`config.mk`:
```
export PLATFORM = sky130hd
export DESIGN_NAME = ssp_top
export DESIGN_NICKNAME = d
export VERILOG_FILES = /design/src/ssp_pkg.sv /design/src/ssp_evt_if.sv /design/src/ssp_top.sv /design/src/ssp_scl_watch.sv /design/src/ssp_baud_div.sv
export VERILOG_INCLUDE_DIRS = /design/src
export SDC_FILE = /design/constraint.sdc
export NUM_CORES = 1
export LEC_CHECK = 0
export BUFFER_PORTS_ARGS = -buffer_cell sky130_fd_sc_hd__buf_4
export CORE_MARGIN = 1.5
export CORE_UTILIZATION = 49
export DETAILED_ROUTE_END_ITERATION = 10
export PLACE_DENSITY = 0.84
export RECOVER_POWER = 100
export REMOVE_ABC_BUFFERS = 1
export SYNTH_ARGS = -nofsm -noshare
export SYNTH_HDL_FRONTEND = slang
export SYNTH_SLANG_ARGS = --single-unit
```
`constraint.sdc`:
```
create_clock -name aclk -period 2 [get_ports aclk]
set_input_delay 0.1 -clock aclk [delete_from_list [all_inputs] [get_ports aclk]]
set_output_delay 0.1 -clock aclk [all_outputs]
set_load 0.01 [all_outputs]
```
`src/ssp_cfg.svh`:
```
`ifndef SSP_CFG_SVH
`define SSP_CFG_SVH
`define SSP_AXI_AW 14
`define SSP_IDX_BUF 12'hf91
`define SSP_IDX_ADD 12'hf92
`define SSP_IDX_MSK 12'hf93
`define SSP_IDX_CTL1 12'hf94
`define SSP_IDX_STAT 12'hf95
`define SSP_IDX_CTL3 12'hf97
`define SSP_RST_BUF 8'h00
`define SSP_RST_ADD 8'h00
`define SSP_RST_MSK 8'hff
`define SSP_RST_CTL3 7'h00
`define SSP_RST_MODE 4'h0
`define SSP_RST_CKP 1'b1
`define SSP_C3_PCIE 6
`define SSP_C3_START_IRQ_ENABLE 5
`define SSP_C3_BUFFER_OVERWRITE_ENABLE 4
`define SSP_C3_SDA_HOLD_SELECT 3
`define SSP_C3_SLAVE_COLLISION_DETECT_ENABLE 2
`define SSP_C3_ADDRESS_HOLD_ENABLE 1
`define SSP_C3_DATA_HOLD_ENABLE 0
`define SSP_C1_CKP 4
`define SSP_ST_BF 0
`define SSP_ST_OV 1
`define SSP_ST_COLL 2
`define SSP_TEN_HDR 5'h1e
`define SSP_RESP_OKAY 2'h0
`define SSP_RESP_SLVERR 2'h2
`define SSP_CLK_NS 10
`define SSP_HOLD_LONG_NS 300
`define SSP_HOLD_SHORT_NS 100
`define SSP_HOLD_LONG_CYC ((`SSP_HOLD_LONG_NS + `SSP_CLK_NS - 1) / `SSP_CLK_NS)
`define SSP_HOLD_SHORT_CYC ((`SSP_HOLD_SHORT_NS + `SSP_CLK_NS - 1) / `SSP_CLK_NS)
`define SSP_BAUD_MIN 3
`endif

```
`src/ssp_pkg.sv`:
```
package ssp_pkg;
  typedef enum logic [3:0] {
    SSP_I2C_S7 = 4'h6,
    SSP_I2C_S10 = 4'h7,
    SSP_I2C_MST = 4'h8,
    SSP_SPI_MDIV = 4'ha,
    SSP_I2C_FW = 4'hb,
    SSP_I2C_S7_SS = 4'he,
    SSP_I2C_S10_SS = 4'hf
  } ssp_mode_t;
  typedef enum logic [1:0] {
    SL_IDLE = 2'b00,
    SL_ADDR = 2'b01,
    SL_RX = 2'b11,
    SL_TX = 2'b10
  } ssp_sl_t;
endpackage

```
`src/ssp_evt_if.sv`:
```
`timescale 1ns/1ps
interface ssp_evt_if;
  logic start;
  logic stop;
  logic scl_rise;
  logic scl_fall;
  logic fall8;
  logic rise9;
  logic ack_end;
  logic [7:0] byte_q;
  modport src (output start, stop, scl_rise, scl_fall, fall8, rise9, ack_end, byte_q);
  modport dst (input start, stop, scl_rise, scl_fall, fall8, rise9, ack_end, byte_q);
endinterface

```
`src/ssp_top.sv`:
```
// Local design decision: the AXI4-Lite slave port.
`timescale 1ns/1ps
`include "ssp_cfg.svh"
// Summary of operation
// - ack flag set at eighth fall with holds
// - ack flag clears at ninth rise
// - stop interrupt when enabled, mode allowed
// - start interrupt when enabled, mode allowed
// - spi overwrite loads every byte
// - spi no overwrite: overflow, buffer kept
// - overflow still flagged during overwrite
// - i2c overwrite loads despite overflow
// - i2c no overwrite: loads only while overflow clear
// - sda hold after scl fall: 300/100ns
// - slave collision detect when enabled
// - address hold releases clock control low
// - data hold releases clock control low
// - divider period (n+1)*4 cycles, 3..255
// - ten-bit high byte uses bits 2:1
// - ten-bit low byte uses bits 7:0
// - seven-bit address in bits 7:1
// - mask bit one compares, zero ignores
// - mask bit 0 only in ten-bit
// - mode codes for i2c slave variants
// - clock release zero holds scl low
module ssp_top
  import ssp_pkg::*;
(
  input wire logic aclk,
  input wire logic aresetn,
  input wire logic [`SSP_AXI_AW-1:0] s_axi_awaddr,
  input wire logic s_axi_awvalid,
  output logic s_axi_awready,
  input wire logic [31:0] s_axi_wdata,
  input wire logic [3:0] s_axi_wstrb,
  input wire logic s_axi_wvalid,
  output logic s_axi_wready,
  output logic [1:0] s_axi_bresp,
  output logic s_axi_bvalid,
  input wire logic s_axi_bready,
  input wire logic [`SSP_AXI_AW-1:0] s_axi_araddr,
  input wire logic s_axi_arvalid,
  output logic s_axi_arready,
  output logic [31:0] s_axi_rdata,
  output logic [1:0] s_axi_rresp,
  output logic s_axi_rvalid,
  input wire logic s_axi_rready,
  input wire logic scl_i,
  output logic scl_o,
  output logic scl_oe,
  input wire logic sda_i,
  output logic sda_o,
  output logic sda_oe,
  input wire logic spi_rx_valid,
  input wire logic [7:0] spi_rx_byte,
  output logic master_clk_o,
  output logic serial_irq
);
  logic [7:0] buf_r;
  logic [7:0] add_r;
  logic [7:0] msk_r;
  logic [3:0] mode_r;
  logic ckp_r;
  logic [6:0] c3_r;
  logic ack_r;
  logic bf_r;
  logic ov_r;
  logic coll_r;
  ssp_sl_t state_r;
  logic lo_pend_r;
  logic hi_ok_r;
  logic [7:0] tx_r;
  logic drv_r;
  logic [7:0] hold_r;
  logic [7:0] since_r;
  logic irq_r;
  logic bvalid_r;
  logic [1:0] bresp_r;
  logic rvalid_r;
  logic [31:0] rdata_r;
  logic [1:0] rresp_r;
  logic [11:0] widx;
  logic [11:0] ridx;
  logic wr_go;
  logic wen;
  logic rd_go;
  logic w_buf;
  logic w_add;
  logic w_msk;
  logic w_c1;
  logic w_st;
  logic w_c3;
  logic [7:0] rd_mux;
  logic i2c_sl;
  logic i2c_ms;
  logic spi;
  logic ten;
  logic ss_excl;
  logic ss_auto;
  logic m7;
  logic m10hi;
  logic m10lo;
  logic acc;
  logic ack_nxt;
  ssp_sl_t st_nxt;
  logic lo_nxt;
  logic hi_nxt;
  logic coll_evt;
  logic spi_byte;
  logic i2c_byte;
  logic new_b;
  logic load;
  logic [7:0] new_d;
  logic [7:0] hold_cyc;
  logic start_irq;
  logic stop_irq;

  ssp_evt_if ev ();

  ssp_scl_watch u_watch (
    .aclk(aclk),
    .aresetn(aresetn),
    .scl_i(scl_i),
    .sda_i(sda_i),
    .ev(ev)
  );

  ssp_baud_div #(.W(8)) u_baud (
    .aclk(aclk),
    .aresetn(aresetn),
    .en(mode_r == SSP_I2C_MST || mode_r == SSP_SPI_MDIV),
    .divisor(add_r),
    .clk_o(master_clk_o)
  );

  function automatic logic idx_ok(input logic [11:0] i);
    return i inside {`SSP_IDX_BUF, `SSP_IDX_ADD, `SSP_IDX_MSK, `SSP_IDX_CTL1, `SSP_IDX_STAT, `SSP_IDX_CTL3};
  endfunction

  // register bus: write takes address and data together
  assign widx = s_axi_awaddr[`SSP_AXI_AW-1:2];
  assign ridx = s_axi_araddr[`SSP_AXI_AW-1:2];
  assign wr_go = s_axi_awvalid & s_axi_wvalid & ~bvalid_r;
  assign s_axi_awready = wr_go;
  assign s_axi_wready = wr_go;
  assign wen = wr_go & s_axi_wstrb[0];
  assign w_buf = wen & (widx == `SSP_IDX_BUF);
  assign w_add = wen & (widx == `SSP_IDX_ADD);
  assign w_msk = wen & (widx == `SSP_IDX_MSK);
  assign w_c1 = wen & (widx == `SSP_IDX_CTL1);
  assign w_st = wen & (widx == `SSP_IDX_STAT);
  assign w_c3 = wen & (widx == `SSP_IDX_CTL3);
  assign rd_go = s_axi_arvalid & ~rvalid_r;
  assign s_axi_arready = rd_go;
  assign s_axi_bvalid = bvalid_r;
  assign s_axi_bresp = bresp_r;
  assign s_axi_rvalid = rvalid_r;
  assign s_axi_rdata = rdata_r;
  assign s_axi_rresp = rresp_r;

  always_comb begin
    case (ridx)
      `SSP_IDX_BUF: rd_mux = buf_r;
      `SSP_IDX_ADD: rd_mux = add_r;
      `SSP_IDX_MSK: rd_mux = msk_r;
      `SSP_IDX_CTL1: rd_mux = {3'h0, ckp_r, mode_r};
      `SSP_IDX_STAT: rd_mux = {5'h00, coll_r, ov_r, bf_r};
      `SSP_IDX_CTL3: rd_mux = {ack_r, c3_r};
      default: rd_mux = 8'h00;
    endcase
  end

  always_ff @(posedge aclk) begin
    if (!aresetn) begin
      bvalid_r <= 1'b0;
      bresp_r <= `SSP_RESP_OKAY;
    end else if (wr_go) begin
      bvalid_r <= 1'b1;
      bresp_r <= idx_ok(widx) ? `SSP_RESP_OKAY : `SSP_RESP_SLVERR;
    end else if (s_axi_bready) begin
      bvalid_r <= 1'b0;
    end
  end

  always_ff @(posedge aclk) begin
    if (!aresetn) begin
      rvalid_r <= 1'b0;
      rdata_r <= 32'h0000_0000;
      rresp_r <= `SSP_RESP_OKAY;
    end else if (rd_go) begin
      rvalid_r <= 1'b1;
      rdata_r <= {24'h00_0000, rd_mux};
      rresp_r <= idx_ok(ridx) ? `SSP_RESP_OKAY : `SSP_RESP_SLVERR;
    end else if (s_axi_rready) begin
      rvalid_r <= 1'b0;
    end
  end

  always_ff @(posedge aclk) begin
    if (!aresetn) begin
      add_r <= `SSP_RST_ADD;
      msk_r <= `SSP_RST_MSK;
      mode_r <= `SSP_RST_MODE;
      c3_r <= `SSP_RST_CTL3;
    end else begin
      if (w_add) add_r <= s_axi_wdata[7:0];
      if (w_msk) msk_r <= s_axi_wdata[7:0];
      if (w_c1) mode_r <= s_axi_wdata[3:0];
      if (w_c3) c3_r <= s_axi_wdata[6:0];
    end
  end

  // mode decode
  assign i2c_sl = &mode_r[2:1];
  assign ten = i2c_sl & mode_r[0];
  assign i2c_ms = (mode_r == SSP_I2C_MST) | (mode_r == SSP_I2C_FW);
  assign spi = ~i2c_sl & ~i2c_ms;
  assign ss_excl = (mode_r == SSP_I2C_S10_SS) | (mode_r == SSP_I2C_S10);
  assign ss_auto = (mode_r == SSP_I2C_S10_SS) | (mode_r == SSP_I2C_S7_SS);

  assign start_irq = ev.start & ((c3_r[`SSP_C3_START_IRQ_ENABLE] & ~spi & ~ss_excl) | ss_auto);
  assign stop_irq = ev.stop & ((c3_r[`SSP_C3_PCIE] & ~spi & ~ss_excl) | ss_auto);

  always_ff @(posedge aclk) begin
    if (!aresetn) irq_r <= 1'b0;
    else irq_r <= start_irq | stop_irq;
  end
  assign serial_irq = irq_r;

  // address comparison
  assign m7 = ((ev.byte_q ^ add_r) & {msk_r[7:1], 1'b0}) == 8'h00;
  assign m10lo = ((ev.byte_q ^ add_r) & msk_r) == 8'h00;
  assign m10hi = (ev.byte_q[7:3] == `SSP_TEN_HDR) & (ev.byte_q[2:1] == add_r[2:1]);

  always_comb begin
    acc = 1'b0;
    st_nxt = SL_IDLE;
    lo_nxt = 1'b0;
    hi_nxt = hi_ok_r;
    if (!ten) begin
      acc = m7;
      st_nxt = m7 ? (ev.byte_q[0] ? SL_TX : SL_RX) : SL_IDLE;
    end else if (lo_pend_r) begin
      acc = m10lo;
      st_nxt = m10lo ? SL_RX : SL_IDLE;
      hi_nxt = m10lo;
    end else if (m10hi && ev.byte_q[0]) begin
      acc = hi_ok_r;
      st_nxt = hi_ok_r ? SL_TX : SL_IDLE;
    end else if (m10hi) begin
      acc = 1'b1;
      st_nxt = SL_ADDR;
      lo_nxt = 1'b1;
    end
  end

  always_comb begin
    unique case (state_r)
      SL_ADDR: ack_nxt = acc;
      SL_RX: ack_nxt = 1'b1;
      SL_TX: ack_nxt = 1'b0;
      SL_IDLE: ack_nxt = 1'b0;
    endcase
  end

  // released line read low while we send means another driver
  assign coll_evt = i2c_sl & c3_r[`SSP_C3_SLAVE_COLLISION_DETECT_ENABLE] & ev.scl_rise & ~ev.rise9 & (state_r == SL_TX) & ~sda_oe & ~sda_i;

  always_ff @(posedge aclk) begin
    if (!aresetn || !i2c_sl || ev.stop) begin
      state_r <= SL_IDLE;
      lo_pend_r <= 1'b0;
      hi_ok_r <= 1'b0;
    end else if (ev.start) begin
      state_r <= SL_ADDR;
      lo_pend_r <= 1'b0;
    end else if (coll_evt) begin
      state_r <= SL_IDLE;
    end else if (ev.fall8 && state_r == SL_ADDR) begin
      state_r <= st_nxt;
      lo_pend_r <= lo_nxt;
      hi_ok_r <= hi_nxt;
    end else if (ev.rise9 && state_r == SL_TX && sda_i) begin
      state_r <= SL_IDLE;
    end
  end

  always_ff @(posedge aclk) begin
    if (!aresetn || !i2c_sl || ev.start || ev.stop || coll_evt) begin
      drv_r <= 1'b0;
    end else if (ev.fall8) begin
      drv_r <= ack_nxt;
    end else if (ev.ack_end) begin
      drv_r <= (state_r == SL_TX) & ~buf_r[7];
    end else if (ev.scl_fall && state_r == SL_TX) begin
      drv_r <= ~tx_r[6];
    end
  end

  always_ff @(posedge aclk) begin
    if (!aresetn) begin
      tx_r <= 8'h00;
    end else if (ev.ack_end && state_r == SL_TX) begin
      tx_r <= buf_r;
    end else if (ev.scl_fall && state_r == SL_TX) begin
      tx_r <= {tx_r[6:0], 1'b1};
    end
  end

  // sda follows the drive request only after the hold time
  assign hold_cyc = c3_r[`SSP_C3_SDA_HOLD_SELECT] ? 8'(`SSP_HOLD_LONG_CYC) : 8'(`SSP_HOLD_SHORT_CYC);

  always_ff @(posedge aclk) begin
    if (!aresetn) begin
      hold_r <= 8'h00;
      sda_oe <= 1'b0;
    end else begin
      if (ev.scl_fall) hold_r <= hold_cyc;
      else if (hold_r != 8'h00) hold_r <= hold_r - 8'h01;
      if (hold_r == 8'h00) sda_oe <= drv_r;
    end
  end
  assign sda_o = 1'b0;
  assign scl_o = 1'b0;

  always_ff @(posedge aclk) begin
    if (!aresetn) since_r <= 8'hff;
    else if (ev.scl_fall) since_r <= 8'h00;
    else if (since_r != 8'hff) since_r <= since_r + 8'h01;
  end

  // acknowledge time flag
  always_ff @(posedge aclk) begin
    if (!aresetn || !i2c_sl) begin
      ack_r <= 1'b0;
    end else if (ev.fall8 && (c3_r[`SSP_C3_ADDRESS_HOLD_ENABLE] || c3_r[`SSP_C3_DATA_HOLD_ENABLE])) begin
      ack_r <= 1'b1;
    end else if (ev.rise9) begin
      ack_r <= 1'b0;
    end
  end

  // hardware stretch has priority over a software release in the same cycle
  always_ff @(posedge aclk) begin
    if (!aresetn) begin
      ckp_r <= `SSP_RST_CKP;
    end else if (i2c_sl && ev.fall8 && state_r == SL_ADDR && acc && c3_r[`SSP_C3_ADDRESS_HOLD_ENABLE]) begin
      ckp_r <= 1'b0;
    end else if (i2c_sl && ev.fall8 && state_r == SL_RX && c3_r[`SSP_C3_DATA_HOLD_ENABLE]) begin
      ckp_r <= 1'b0;
    end else if (w_c1) begin
      ckp_r <= s_axi_wdata[`SSP_C1_CKP];
    end
  end
  assign scl_oe = i2c_sl & ~ckp_r;

  // receive buffer
  assign spi_byte = spi & spi_rx_valid;
  assign i2c_byte = i2c_sl & ev.fall8 & ((state_r == SL_RX) | ((state_r == SL_ADDR) & acc));
  assign new_b = spi_byte | i2c_byte;
  assign new_d = spi_byte ? spi_rx_byte : ev.byte_q;
  assign load = new_b & (c3_r[`SSP_C3_BUFFER_OVERWRITE_ENABLE] | (spi ? ~bf_r : ~ov_r));

  always_ff @(posedge aclk) begin
    if (!aresetn) buf_r <= `SSP_RST_BUF;
    else if (load) buf_r <= new_d;
    else if (w_buf) buf_r <= s_axi_wdata[7:0];
  end

  always_ff @(posedge aclk) begin
    if (!aresetn) begin
      bf_r <= 1'b0;
      ov_r <= 1'b0;
      coll_r <= 1'b0;
    end else begin
      bf_r <= load | (bf_r & ~(rd_go & ridx == `SSP_IDX_BUF));
      ov_r <= (new_b & bf_r) | (ov_r & ~(w_st & s_axi_wdata[`SSP_ST_OV]));
      coll_r <= coll_evt | (coll_r & ~(w_st & s_axi_wdata[`SSP_ST_COLL]));
    end
  end
endmodule

```
`src/ssp_scl_watch.sv`:
```
`timescale 1ns/1ps
module ssp_scl_watch (
  input wire logic aclk,
  input wire logic aresetn,
  input wire logic scl_i,
  input wire logic sda_i,
  ssp_evt_if.src ev
);
  logic scl_q;
  logic sda_q;
  logic [3:0] cnt_r;
  logic in_ack_r;
  logic [7:0] byte_r;
  logic rise;
  logic fall;

  assign rise = ~scl_q & scl_i;
  assign fall = scl_q & ~scl_i;
  assign ev.start = scl_q & scl_i & sda_q & ~sda_i;
  assign ev.stop = scl_q & scl_i & ~sda_q & sda_i;
  assign ev.scl_rise = rise;
  assign ev.scl_fall = fall;
  // eighth falling edge closes the byte and opens the ack slot
  assign ev.fall8 = fall & (cnt_r == 4'h8) & ~in_ack_r;
  assign ev.rise9 = rise & in_ack_r;
  assign ev.ack_end = fall & in_ack_r;
  assign ev.byte_q = byte_r;

  always_ff @(posedge aclk) begin
    if (!aresetn) begin
      scl_q <= 1'b1;
      sda_q <= 1'b1;
    end else begin
      scl_q <= scl_i;
      sda_q <= sda_i;
    end
  end

  always_ff @(posedge aclk) begin
    if (!aresetn) begin
      cnt_r <= 4'h0;
      in_ack_r <= 1'b0;
      byte_r <= 8'h00;
    end else if (ev.start || ev.stop) begin
      cnt_r <= 4'h0;
      in_ack_r <= 1'b0;
    end else if (rise && !in_ack_r && cnt_r < 4'h8) begin
      byte_r <= {byte_r[6:0], sda_i};
      cnt_r <= cnt_r + 4'h1;
    end else if (ev.fall8) begin
      in_ack_r <= 1'b1;
    end else if (ev.ack_end) begin
      in_ack_r <= 1'b0;
      cnt_r <= 4'h0;
    end
  end
endmodule

```
`src/ssp_baud_div.sv`:
```
`timescale 1ns/1ps
`include "ssp_cfg.svh"
module ssp_baud_div #(
  parameter int W = 8
) (
  input wire logic aclk,
  input wire logic aresetn,
  input wire logic en,
  input wire logic [W-1:0] divisor,
  output logic clk_o
);
  logic [W:0] cnt_r;
  logic [W-1:0] div_eff;
  logic [W:0] half_m1;
  logic [W+1:0] per_r;
  logic seen_r;
  logic [W-1:0] div_q_r;

  // values below the minimum are not valid and run at the minimum
  assign div_eff = (divisor < W'(`SSP_BAUD_MIN)) ? W'(`SSP_BAUD_MIN) : divisor;
  assign half_m1 = {div_eff, 1'b1};

  always_ff @(posedge aclk) begin
    if (!aresetn || !en) begin
      cnt_r <= '0;
      clk_o <= 1'b0;
    end else if (cnt_r == half_m1) begin
      cnt_r <= '0;
      clk_o <= ~clk_o;
    end else begin
      cnt_r <= cnt_r + 1'b1;
    end
  end

  // a new divisor distorts the running period, so the measurement restarts
  always_ff @(posedge aclk) begin
    if (!aresetn) div_q_r <= '0;
    else div_q_r <= divisor;
  end

  always_ff @(posedge aclk) begin
    if (!aresetn || !en || divisor != div_q_r) begin
      per_r <= '0;
      seen_r <= 1'b0;
    end else if (!clk_o && cnt_r == half_m1) begin
      per_r <= '0;
      seen_r <= 1'b1;
    end else begin
      per_r <= per_r + 1'b1;
    end
  end
endmodule

```
==> results of run 1 <==
[routing by layer]
| metal | vias up | share of wire, % | track usage [%] |
|---|---|---|---|
| met5 | - | 0 | 0 |
| met4 | 0 | 3.2 | 10.4 |
| met3 | 51 | 8.0 | 5.04 |
| met2 | 261 | 48 | 45.0 |
| met1 | 2518 | 41 | 33.2 |
| li1 | 2474 | - | - |
[through the flow]
step                      instance area (um2)  hold WS (ns)  util [%]  cells  TNS, ns
after floorplan                          5290         0.172         -    627    -3.37
after global placement                   6370         0.330      58.2    886    -1.05
after detailed placement                 6370         0.347      58.2    886    -1.98
after CTS                                6760       0.00189      61.8    905   -0.526
after global routing                     6700       0.00242      61.3    907    -1.87
final                                    6700       0.00265      61.3    907   -0.402
[power by group through the flow]
stage	logic, W	clock network, W	registers [W]
after floorplan	0.000489	0	0.00215
after global placement	0.000754	0	0.00216
after detailed placement	0.000787	0	0.00217
after CTS	0.000813	0.00163	0.00212
after global routing	0.000887	0.00172	0.00213
final	0.000800	0.00162	0.00213
[registers in the layout (all words and copies together) (netlist names), 2 cells and up]
| name | count |
|---|---|
| add_r | 8 |
| u_watch.ev.byte_q | 8 |
| msk_r | 8 |
| u_watch.cnt_r | 4 |
| mode_r | 4 |
| tx_r | 7 |
| c3_r | 7 |
| hold_r | 8 |
| s_axi_rdata | 8 |
| u_baud.cnt_r | 9 |
| buf_r | 8 |
| state_r | 2 |
[path summary, 6_finish.rpt]
check                                 startpoint             end  slack [ns]  depth (start not counted)
worst min-delay path                       scl_i   u_watch.scl_q       0.003                          2
worst min register to register    s_axi_rdata[4]  s_axi_rdata[4]        0.46                          2
worst max register to register  u_watch.cnt_r[1]        buf_r[7]       -0.06                         10
worst max-delay path            u_watch.cnt_r[1]        buf_r[7]       -0.06                         10
[cell families (layout without fill, tap and decap cells)]
family,Yosys count,in the layout,synth area share [%]
other cells,1,28,0.0677
mux,57,57,10.4
simple gates,275,275,26.2
xor+xnor,32,32,5.06
flops,99,99,35.8
compound gates,119,119,14.3
buf+inv,72,153,7.29
fa+ha+maj,4,4,0.903
[final cells by class]
cell class / count / area, um2 / share of cell area, %
tap: 140 / 175 / 2.61
multi-input combinational: 515 / 3380 / 50.4
timing repair buffer: 125 / 845 / 12.6
sequential: 99 / 1990 / 29.6
clock buffer: 10 / 239 / 3.57
clock inverter: 5 / 30.0 / 0.448
inverter: 13 / 48.8 / 0.728
[placed cells by master, fill, tap and decap left out, types with 7 or more instances in the layout]
cell type,count
nand2_1,90
nand4_1,10
conb_1,28
o32a_1,7
nand2b_1,15
xnor2_1,15
clkbuf_16,9
buf_4,84
a21oi_1,24
inv_1,11
o21ai_0,29
nor2b_1,22
nor3b_1,10
clkbuf_1,28
nor2_1,47
mux2i_1,48
dfxtp_1,96
and2_1,12
nand4b_1,9
a31oi_1,8
nand3_1,21
xor2_1,17
a21boi_0,14
[what timing repair did]
| item | 4_1_cts | 5_1_grt |
|---|---|---|
| setup endpoints to repair | 26 | 38 |
| resized for setup | 22 | 19 |
| hold buffers | 2 | 0 |
| buffers inserted | 1 | 2 |
| gates cloned | 1 | 0 |
| hold endpoints to repair | 2 | 0 |
| pin swaps | 6 | 6 |
[worst max-delay path: stages, from the launching register on]
cell and delay, ns:
dfxtp_2 0.33, inv_2 0.06, ha_4 0.12, nor4bb_4 0.18
buf_4 0.15, nand4_1 0.22, buf_4 0.23, o22ai_4 0.23
buf_6 0.18, mux2i_1 0.19, nand2_1 0.07
==> flow_metrics.tcl, run 1 <==
set metrics [dict create \
    status "finished with violations" \
    violations "setup timing" \
    fp.dieW_um 109 \
    hp-class "in -> reg" \
    grt_usage_pct 26.5 \
    layout_setup_ws_ns -0.0614 \
    synthTopCellsByCount "dfxtp_1 (99), nand2_1 (90), mux2i_1 (51)" \
    synth.most_common_cell "dfxtp_1" \
    cp-start-kind "register" \
    nets 849 \
    p_int_w 0.00328 \
    grt_pass1_wl_um 24400 \
    synth_cell_types 60 \
    drt-total-wl_um 15700 \
    rsz0062_at_grt "true" \
    die_h_um 109 \
    drcViolationCount 0 \
    syn_to_final_growth_pct 21.0 \
    synth_top_area_share_pct 35.8 \
    core_um2 10900 \
    viasPerCell 5.85 \
    clkPwrFrac_pct 35.7 \
    p_comb_share_pct 17.6 \
    netlist_instances 659 \
    yosys-top-cells-area "dfxtp_1 (36%), mux2i_1 (9.2%), nand2_1 (6.1%), buf_4 (4.1%), nor2_1 (3.1%)" \
    setup_viol 9 \
    first_pass_iters 5 \
    yosysWarnings 0 \
    synth_edf_count 0 \
    p_sw_w 0.00126 \
    drt-initial-drc-count 521 \
    ys_seq_area_share_pct 35.8 \
    ir_drop_mv 0.608 \
    wl_per_cell_um 17.3 \
    ant_nets 0 \
    io_pins 129 \
    sw_frac_of_total_pct 27.8 \
    root_buffer "clkbuf_16" \
    clock_latency_ns 0.36 \
    cts_max_level 3 \
    tritoncts "built" \
    critPathRequiredTime_ns 2.24 \
    grt_pass1_vias 5027 \
    synth_area_um2 5540 \
    min_period_over_period_pct 103 \
    period_minus_slack_ns 2.06 \
    initial_utilization_pct 50.7 \
    synth_top_cell_by_area "dfxtp_1" \
    seq_power_share_pct 46.7 \
    clk_pin_slew_ns 0.07 \
    relSlewSlack_pct 56.4 \
    cts_max_path_buffers 2 \
    antenna_cells 0 \
    skew_ns 0.00965 \
    io_buffer_count 69 \
    hold_viol_final 0 \
    dr_total_vias 5304 \
    fillCellCount 961 \
    antenna_found_initial 0 \
    drive_gt1_share_pct 18.8 \
    cp_max_fo 5 \
    fmax_mhz 485 \
    p_leak_nw 2.52 \
    numClockSinks 99 \
    power.total_w 0.00455 \
    post-dp-hpwl_um 11400 \
    worst_pin_slew_ns 0.648 \
    avgSynthCellArea_um2 8.41 \
    gp_congestion 1.01 \
    report.final.slew_viol_count 0 \
    powerDensity_nw_per_um2 679 \
    rows 38 \
    ys_seq_elements 99 \
    end_kind "register" \
    worstPathArrival_ns 2.30 \
    async_flop_share_pct 0 \
    grt_max_degree 46 \
    design.die.area_um2 12000 \
    path_class "reg -> reg" \
    grt.overflow.total 0 \
    numCtsBuffers 9 \
    place_ws_ns -0.154 \
    ys.flop_type "dfxtp_1" \
    maxCapViolCount 0 \
]
Note: power is estimated with default switching activity, not from simulation.
==> inputs of run 2 (changes only) <==
--- a/config.mk
+++ b/config.mk
@@ -8,9 +8,10 @@
 export LEC_CHECK = 0
 export BUFFER_PORTS_ARGS = -buffer_cell sky130_fd_sc_hd__buf_4
 export CORE_MARGIN = 1.5
-export CORE_UTILIZATION = 49
+export CORE_UTILIZATION = 54
+export CTS_CLUSTER_SIZE = 24
 export DETAILED_ROUTE_END_ITERATION = 10
-export PLACE_DENSITY = 0.84
+export PLACE_DENSITY = 0.87
 export RECOVER_POWER = 100
 export REMOVE_ABC_BUFFERS = 1
 export SYNTH_ARGS = -nofsm -noshare
==> constraint.sdc (replaced) <==
create_clock -name aclk -period 1.9 [get_ports aclk]
set_input_delay 0.095 -clock aclk [delete_from_list [all_inputs] [get_ports aclk]]
set_output_delay 0.095 -clock aclk [all_outputs]
set_load 0.01 [all_outputs]
==> flow_metrics.tcl, run 2 (synthesis results as in run 1) <==
set metrics [dict create \
    antenna_cells 0 \
    top_register "u_baud.cnt_r" \
    drcViolationCount 0 \
    skew_ns 0.0183 \
    p_comb_share_pct 19.0 \
    rows 36 \
    ir_drop_mv 0.450 \
    antenna_found_initial 0 \
    power.total_w 0.00480 \
    worstPathArrival_ns 2.35 \
    grt_usage_pct 29.4 \
    rsz0062_at_grt "true" \
    grt_pass1_vias 5354 \
    end_kind "register" \
    maxCapViolCount 0 \
    cts_max_level 3 \
    io_pins 129 \
    gp_congestion 0.994 \
    slowest_delay_ns 0.36 \
    report.final.slew_viol_count 0 \
    io_buffer_count 69 \
    core_um2 9860 \
    fp.dieW_um 104 \
    initial_utilization_pct 56.2 \
    design.die.area_um2 10900 \
    tritoncts "built" \
    hp-class "in -> reg" \
    period_minus_slack_ns 2.06 \
    critPathRequiredTime_ns 2.19 \
    hold_ws_ns 0.0740 \
    grt.overflow.total 0 \
    violations "setup timing" \
    nets 871 \
    die_h_um 104 \
    largest_reg_flops 9 \
    final_cells 922 \
    crit_buf_inv 2 \
    numCtsBuffers 9 \
    clock_latency_ns 0.39 \
    drt-total-wl_um 16500 \
    path_cells "xor2_2 > nor4_1 > buf_4 > a31oi_2 > o22ai_2 > buf_6 > mux2i_1 > nand2_1" \
    hold_viol_final 0 \
    powerDensity_nw_per_um2 687 \
    p_int_w 0.00346 \
    numClockSinks 99 \
    relSlewSlack_pct 49.6 \
    placed_cells 889 \
    drt-initial-drc-count 473 \
    viasPerCell 5.95 \
    drive_gt1_share_pct 22.4 \
    place_ws_ns -0.254 \
    grt_pass1_wl_um 25600 \
    wl_per_cell_um 17.9 \
    p_leak_nw 2.68 \
    syn_to_final_growth_pct 26.2 \
    cts_max_path_buffers 2 \
    cp-start-kind "register" \
    status "finished with violations" \
    sw_frac_of_total_pct 27.9 \
    seq_power_share_pct 46.7 \
    setup_tns_ns -1.13 \
    worst_pin_slew_ns 0.749 \
    layout_setup_ws_ns -0.158 \
    root_buffer "clkbuf_8" \
    clkPwrFrac_pct 34.4 \
    layout_common_cells "buf_4 (101), dfxtp_1 (94), nand2_1 (90)" \
    reg2reg_slack_ns -0.16 \
    first_pass_iters 5 \
    cp_slowest_cell "dfxtp_2" \
    crit_family "simple AND/OR/NAND/NOR gates" \
    p_sw_w 0.00134 \
    mostFrequentLayoutCell "buf_4" \
    path_class "reg -> reg" \
    setup_viol 12 \
    fmax_mhz 486 \
    dr_total_vias 5484 \
    post-dp-hpwl_um 11500 \
    min_period_over_period_pct 108 \
    cp_max_fo 5 \
    clk_pin_slew_ns 0.10 \
    ant_nets 0 \
    grt_max_degree 45 \
]
[run 2: path summary, 6_finish.rpt]
check	from	endpoint	depth (start not counted)
max	u_watch.ev.byte_q[1]	buf_r[7]	8
min reg2reg	ack_r	ack_r	2
min	s_axi_awaddr[2]	s_axi_bresp[1]	4
max reg2reg	u_watch.ev.byte_q[1]	buf_r[7]	8
[run 2: per-layer routing]
layer / part of all wire [%] / track usage [%] / up-vias / wire length (um)
li1: - / - / 2528 / -
met1: 39 / 34.3 / 2535 / 6390
met2: 47 / 51.1 / 339 / 7710
met3: 9.4 / 5.95 / 82 / 1550
met4: 5.2 / 14.2 / 0 / 854
met5: 0 / 0 / - / 0
[run 2: worst min-delay path, cell delays in order]
cell and delay, ns:
buf_4 0.13, nor2_1 0.05, nor2_1 0.07, a21oi_1 0.07
[run 2: per-stage QoR]
step | util [%] | instance area, um2
2_1_floorplan | - | 5290
3_3_place_gp | 65.2 | 6430
3_5_place_dp | 65.2 | 6430
4_1_cts | 70.3 | 6930
5_1_grt | 70.9 | 6990
6_report | 70.9 | 6990
[run 2: final cells by class]
cell class                 count  area [um2]
sequential                    99        1990
fill                         714        2880
clock buffer                   9         124
tap                          133         166
inverter                      13        48.8
clock inverter                 6         113
multi-input combinational    515        3460
timing repair buffer         147        1090
[run 2: power by group through the flow]
stage	Combinational [W]	Clock, W	Sequential [W]
global route	0.000996	0.00173	0.00225
finish	0.000910	0.00165	0.00224
floorplan	0.000515	0	0.00226
detailed placement	0.000833	0	0.00228
global placement	0.000795	0	0.00227
CTS	0.000880	0.00164	0.00223
[run 2: timing repair]
item,4_1_cts,5_1_grt
hold buffers,13,0
setup buffers,2,3
cloned,1,1
setup endpoints to repair,38,44
endpoints found under the hold margin,13,0
resized for setup,28,35
pin swaps,9,10
==> inputs of run 3 (changes only) <==
--- a/config.mk
+++ b/config.mk
@@ -8,10 +8,10 @@
 export LEC_CHECK = 0
 export BUFFER_PORTS_ARGS = -buffer_cell sky130_fd_sc_hd__buf_4
 export CORE_MARGIN = 1.5
-export CORE_UTILIZATION = 54
+export CORE_UTILIZATION = 55
 export CTS_CLUSTER_SIZE = 24
 export DETAILED_ROUTE_END_ITERATION = 10
-export PLACE_DENSITY = 0.87
+export PLACE_DENSITY = 0.88
 export RECOVER_POWER = 100
 export REMOVE_ABC_BUFFERS = 1
 export SYNTH_ARGS = -nofsm -noshare
==> constraint.sdc (replaced) <==
create_clock -name aclk -period 2.4 [get_ports aclk]
set_input_delay 0.12 -clock aclk [delete_from_list [all_inputs] [get_ports aclk]]
set_output_delay 0.12 -clock aclk [all_outputs]
set_load 0.01 [all_outputs]
==> flow_metrics.tcl, run 3 (synthesis results as in run 1) <==
set metrics [dict create \
    crit_buf_inv 1 \
    rsz0062_at_grt "false" \
    ir_drop_mv 0.399 \
    hp-class "in -> reg" \
    sw_frac_of_total_pct 28.3 \
    die_h_um 103 \
    mostFrequentLayoutCell "dfxtp_1" \
    p_comb_share_pct 18.2 \
    powerDensity_nw_per_um2 558 \
    fmax_mhz 447 \
    root_buffer "clkbuf_8" \
    antenna_cells 0 \
    dr_total_vias 5024 \
    fp.dieW_um 103 \
    ff2ff_path_depth 8 \
    critPathRequiredTime_ns 2.68 \
    grt.overflow.total 0 \
    layout_setup_ws_ns 0.162 \
    period_minus_slack_ns 2.24 \
    numClockSinks 99 \
    crit_family "simple AND/OR/NAND/NOR gates" \
    report.final.slew_viol_count 0 \
    syn_to_final_growth_pct 13.5 \
    whs_path_depth 3 \
    antenna_found_initial 0 \
    min_period_over_period_pct 93.3 \
    tritoncts "built" \
    cp_slowest_cell "o221a_4" \
    clkPwrFrac_pct 31.3 \
    min_from "s_axi_wdata[1]" \
    io_buffer_count 69 \
    relSlewSlack_pct 50.1 \
    wl_met1_um 6320 \
    place_ws_ns 0.130 \
    seq_power_share_pct 50.5 \
    final_area_um2 6290 \
    maxCapViolCount 0 \
    first_pass_iters 6 \
    nets 822 \
    hold_viol_final 0 \
    drt-total-wl_um 14900 \
    worstPathArrival_ns 2.52 \
    path_cells "inv_1 > ha_1 > nor4bb_1 > nand4_1 > o221a_4 > and2_0 > a221oi_1 > nand2_1" \
    clk_pin_slew_ns 0.09 \
    grt_max_degree 43 \
    end_kind "register" \
    cp-startpoint "u_watch.cnt_r[0]" \
    reg2reg_from "u_watch.cnt_r[0]" \
    design.die.area_um2 10700 \
    holdPathEnd "msk_r[1]" \
    grt_pass1_wl_um 23100 \
    viasPerCell 5.75 \
    clock_latency_ns 0.39 \
    largest_reg_flops 9 \
    core_um2 9770 \
    fillCellCount 879 \
    layout_common_cells "dfxtp_1 (99), nand2_1 (90), buf_4 (61)" \
    top_register "u_baud.cnt_r" \
    drcViolationCount 0 \
    p_sw_w 0.000993 \
    p_int_w 0.00251 \
    path_class "reg -> reg" \
    ant_nets 0 \
    cp_max_fo 19 \
    wl_met3_um 974 \
    io_pins 129 \
    wl_per_cell_um 17.0 \
    grt_pass1_vias 4731 \
    drive_gt1_share_pct 12.3 \
    top_layer "met4" \
    cts_max_level 3 \
    post-dp-hpwl_um 11100 \
    numCtsBuffers 9 \
    cts_max_path_buffers 2 \
    wl_met2_um 7160 \
    rows 36 \
    reg2reg_slack_ns 0.16 \
    slowest_delay_ns 0.41 \
    skew_ns 0.0103 \
    worst_pin_slew_ns 0.740 \
    status "finished clean" \
    p_leak_nw 2.31 \
    cp-start-kind "register" \
    placed_cell_area_um2 6140 \
    setup_tns_ns 0 \
    r2r-end "buf_r[6]" \
    grt_usage_pct 28.5 \
    initial_utilization_pct 56.7 \
    setup_viol 0 \
    drt-initial-drc-count 358 \
    gp_congestion 0.951 \
]
run 3: changes by cell type in the layout (fill, tap and decap cells not counted), sizes merged:
cell,before,now
buf,110,61
clkbuf,33,42
inv,14,13
clkinvlp,0,2
clkinv,2,1
dlygate4sd3,13,7
bufinv,3,1
run 3: worst max-delay path by stage:
stage | endpoint | slack (ns) | depth (start not counted)
6_report | buf_r[6] | 0.16 | 8
3_5_place_dp | buf_r[6] | 0.13 | 8
4_1_cts | buf_r[6] | 0.13 | 8
5_1_grt | buf_r[3] | 0.03 | 9
3_3_place_gp | buf_r[6] | 0.22 | 8
2_1_floorplan | buf_r[0] | 0.17 | 8
run 3: worst min-delay path: stages:
cell and delay (ns):
buf_4 0.13, nand2_1 0.05, nand3_1 0.07
run 3: area by class of cell:
| cell class | count | area [um2] | share of cell area (%) |
|---|---|---|---|
| Clock buffer | 12 | 145 | 2.31 |
| Inverter | 13 | 48.8 | 0.776 |
| Timing Repair Buffer | 98 | 644 | 10.3 |
| Tap cell | 133 | 166 | 2.65 |
| Multi-Input combinational cell | 515 | 3250 | 51.7 |
| Sequential cell | 99 | 1980 | 31.5 |
| Clock inverter | 4 | 50.0 | 0.796 |
run 3: per-layer routing:
metal | track usage (%) | vias up
li1 | - | 2418
met1 | 35.1 | 2341
met2 | 48.1 | 227
met3 | 5.31 | 38
met4 | 13.6 | 0
met5 | 0 | -
run 3: timing repair:
action,CTS,global route
hold buffers,7,0
setup endpoints to repair,0,1
buffers inserted,0,0
hold endpoints to repair,6,0
resized for setup,0,1
run 3: power by group through the flow:
stage               clock network (W)  logic [W]  registers (W)
floorplan                           0   0.000407        0.00179
global placement                    0   0.000615        0.00180
detailed placement                  0   0.000636        0.00181
CTS                           0.00111   0.000660        0.00177
global route                  0.00118   0.000710        0.00178
finish                        0.00110   0.000639        0.00177
run 3: per-stage QoR:
stage / std cells / power (W) / util, % / hold slack (ns)
after floorplan: 627 / 0.00220 / - / 0.192
after global placement: 851 / 0.00242 / 62.8 / 0.350
after detailed placement: 851 / 0.00244 / 62.8 / 0.361
after CTS: 874 / 0.00354 / 65.5 / 0.000261
after global routing: 874 / 0.00367 / 64.3 / 0.0120
final: 874 / 0.00351 / 64.3 / 0.0108
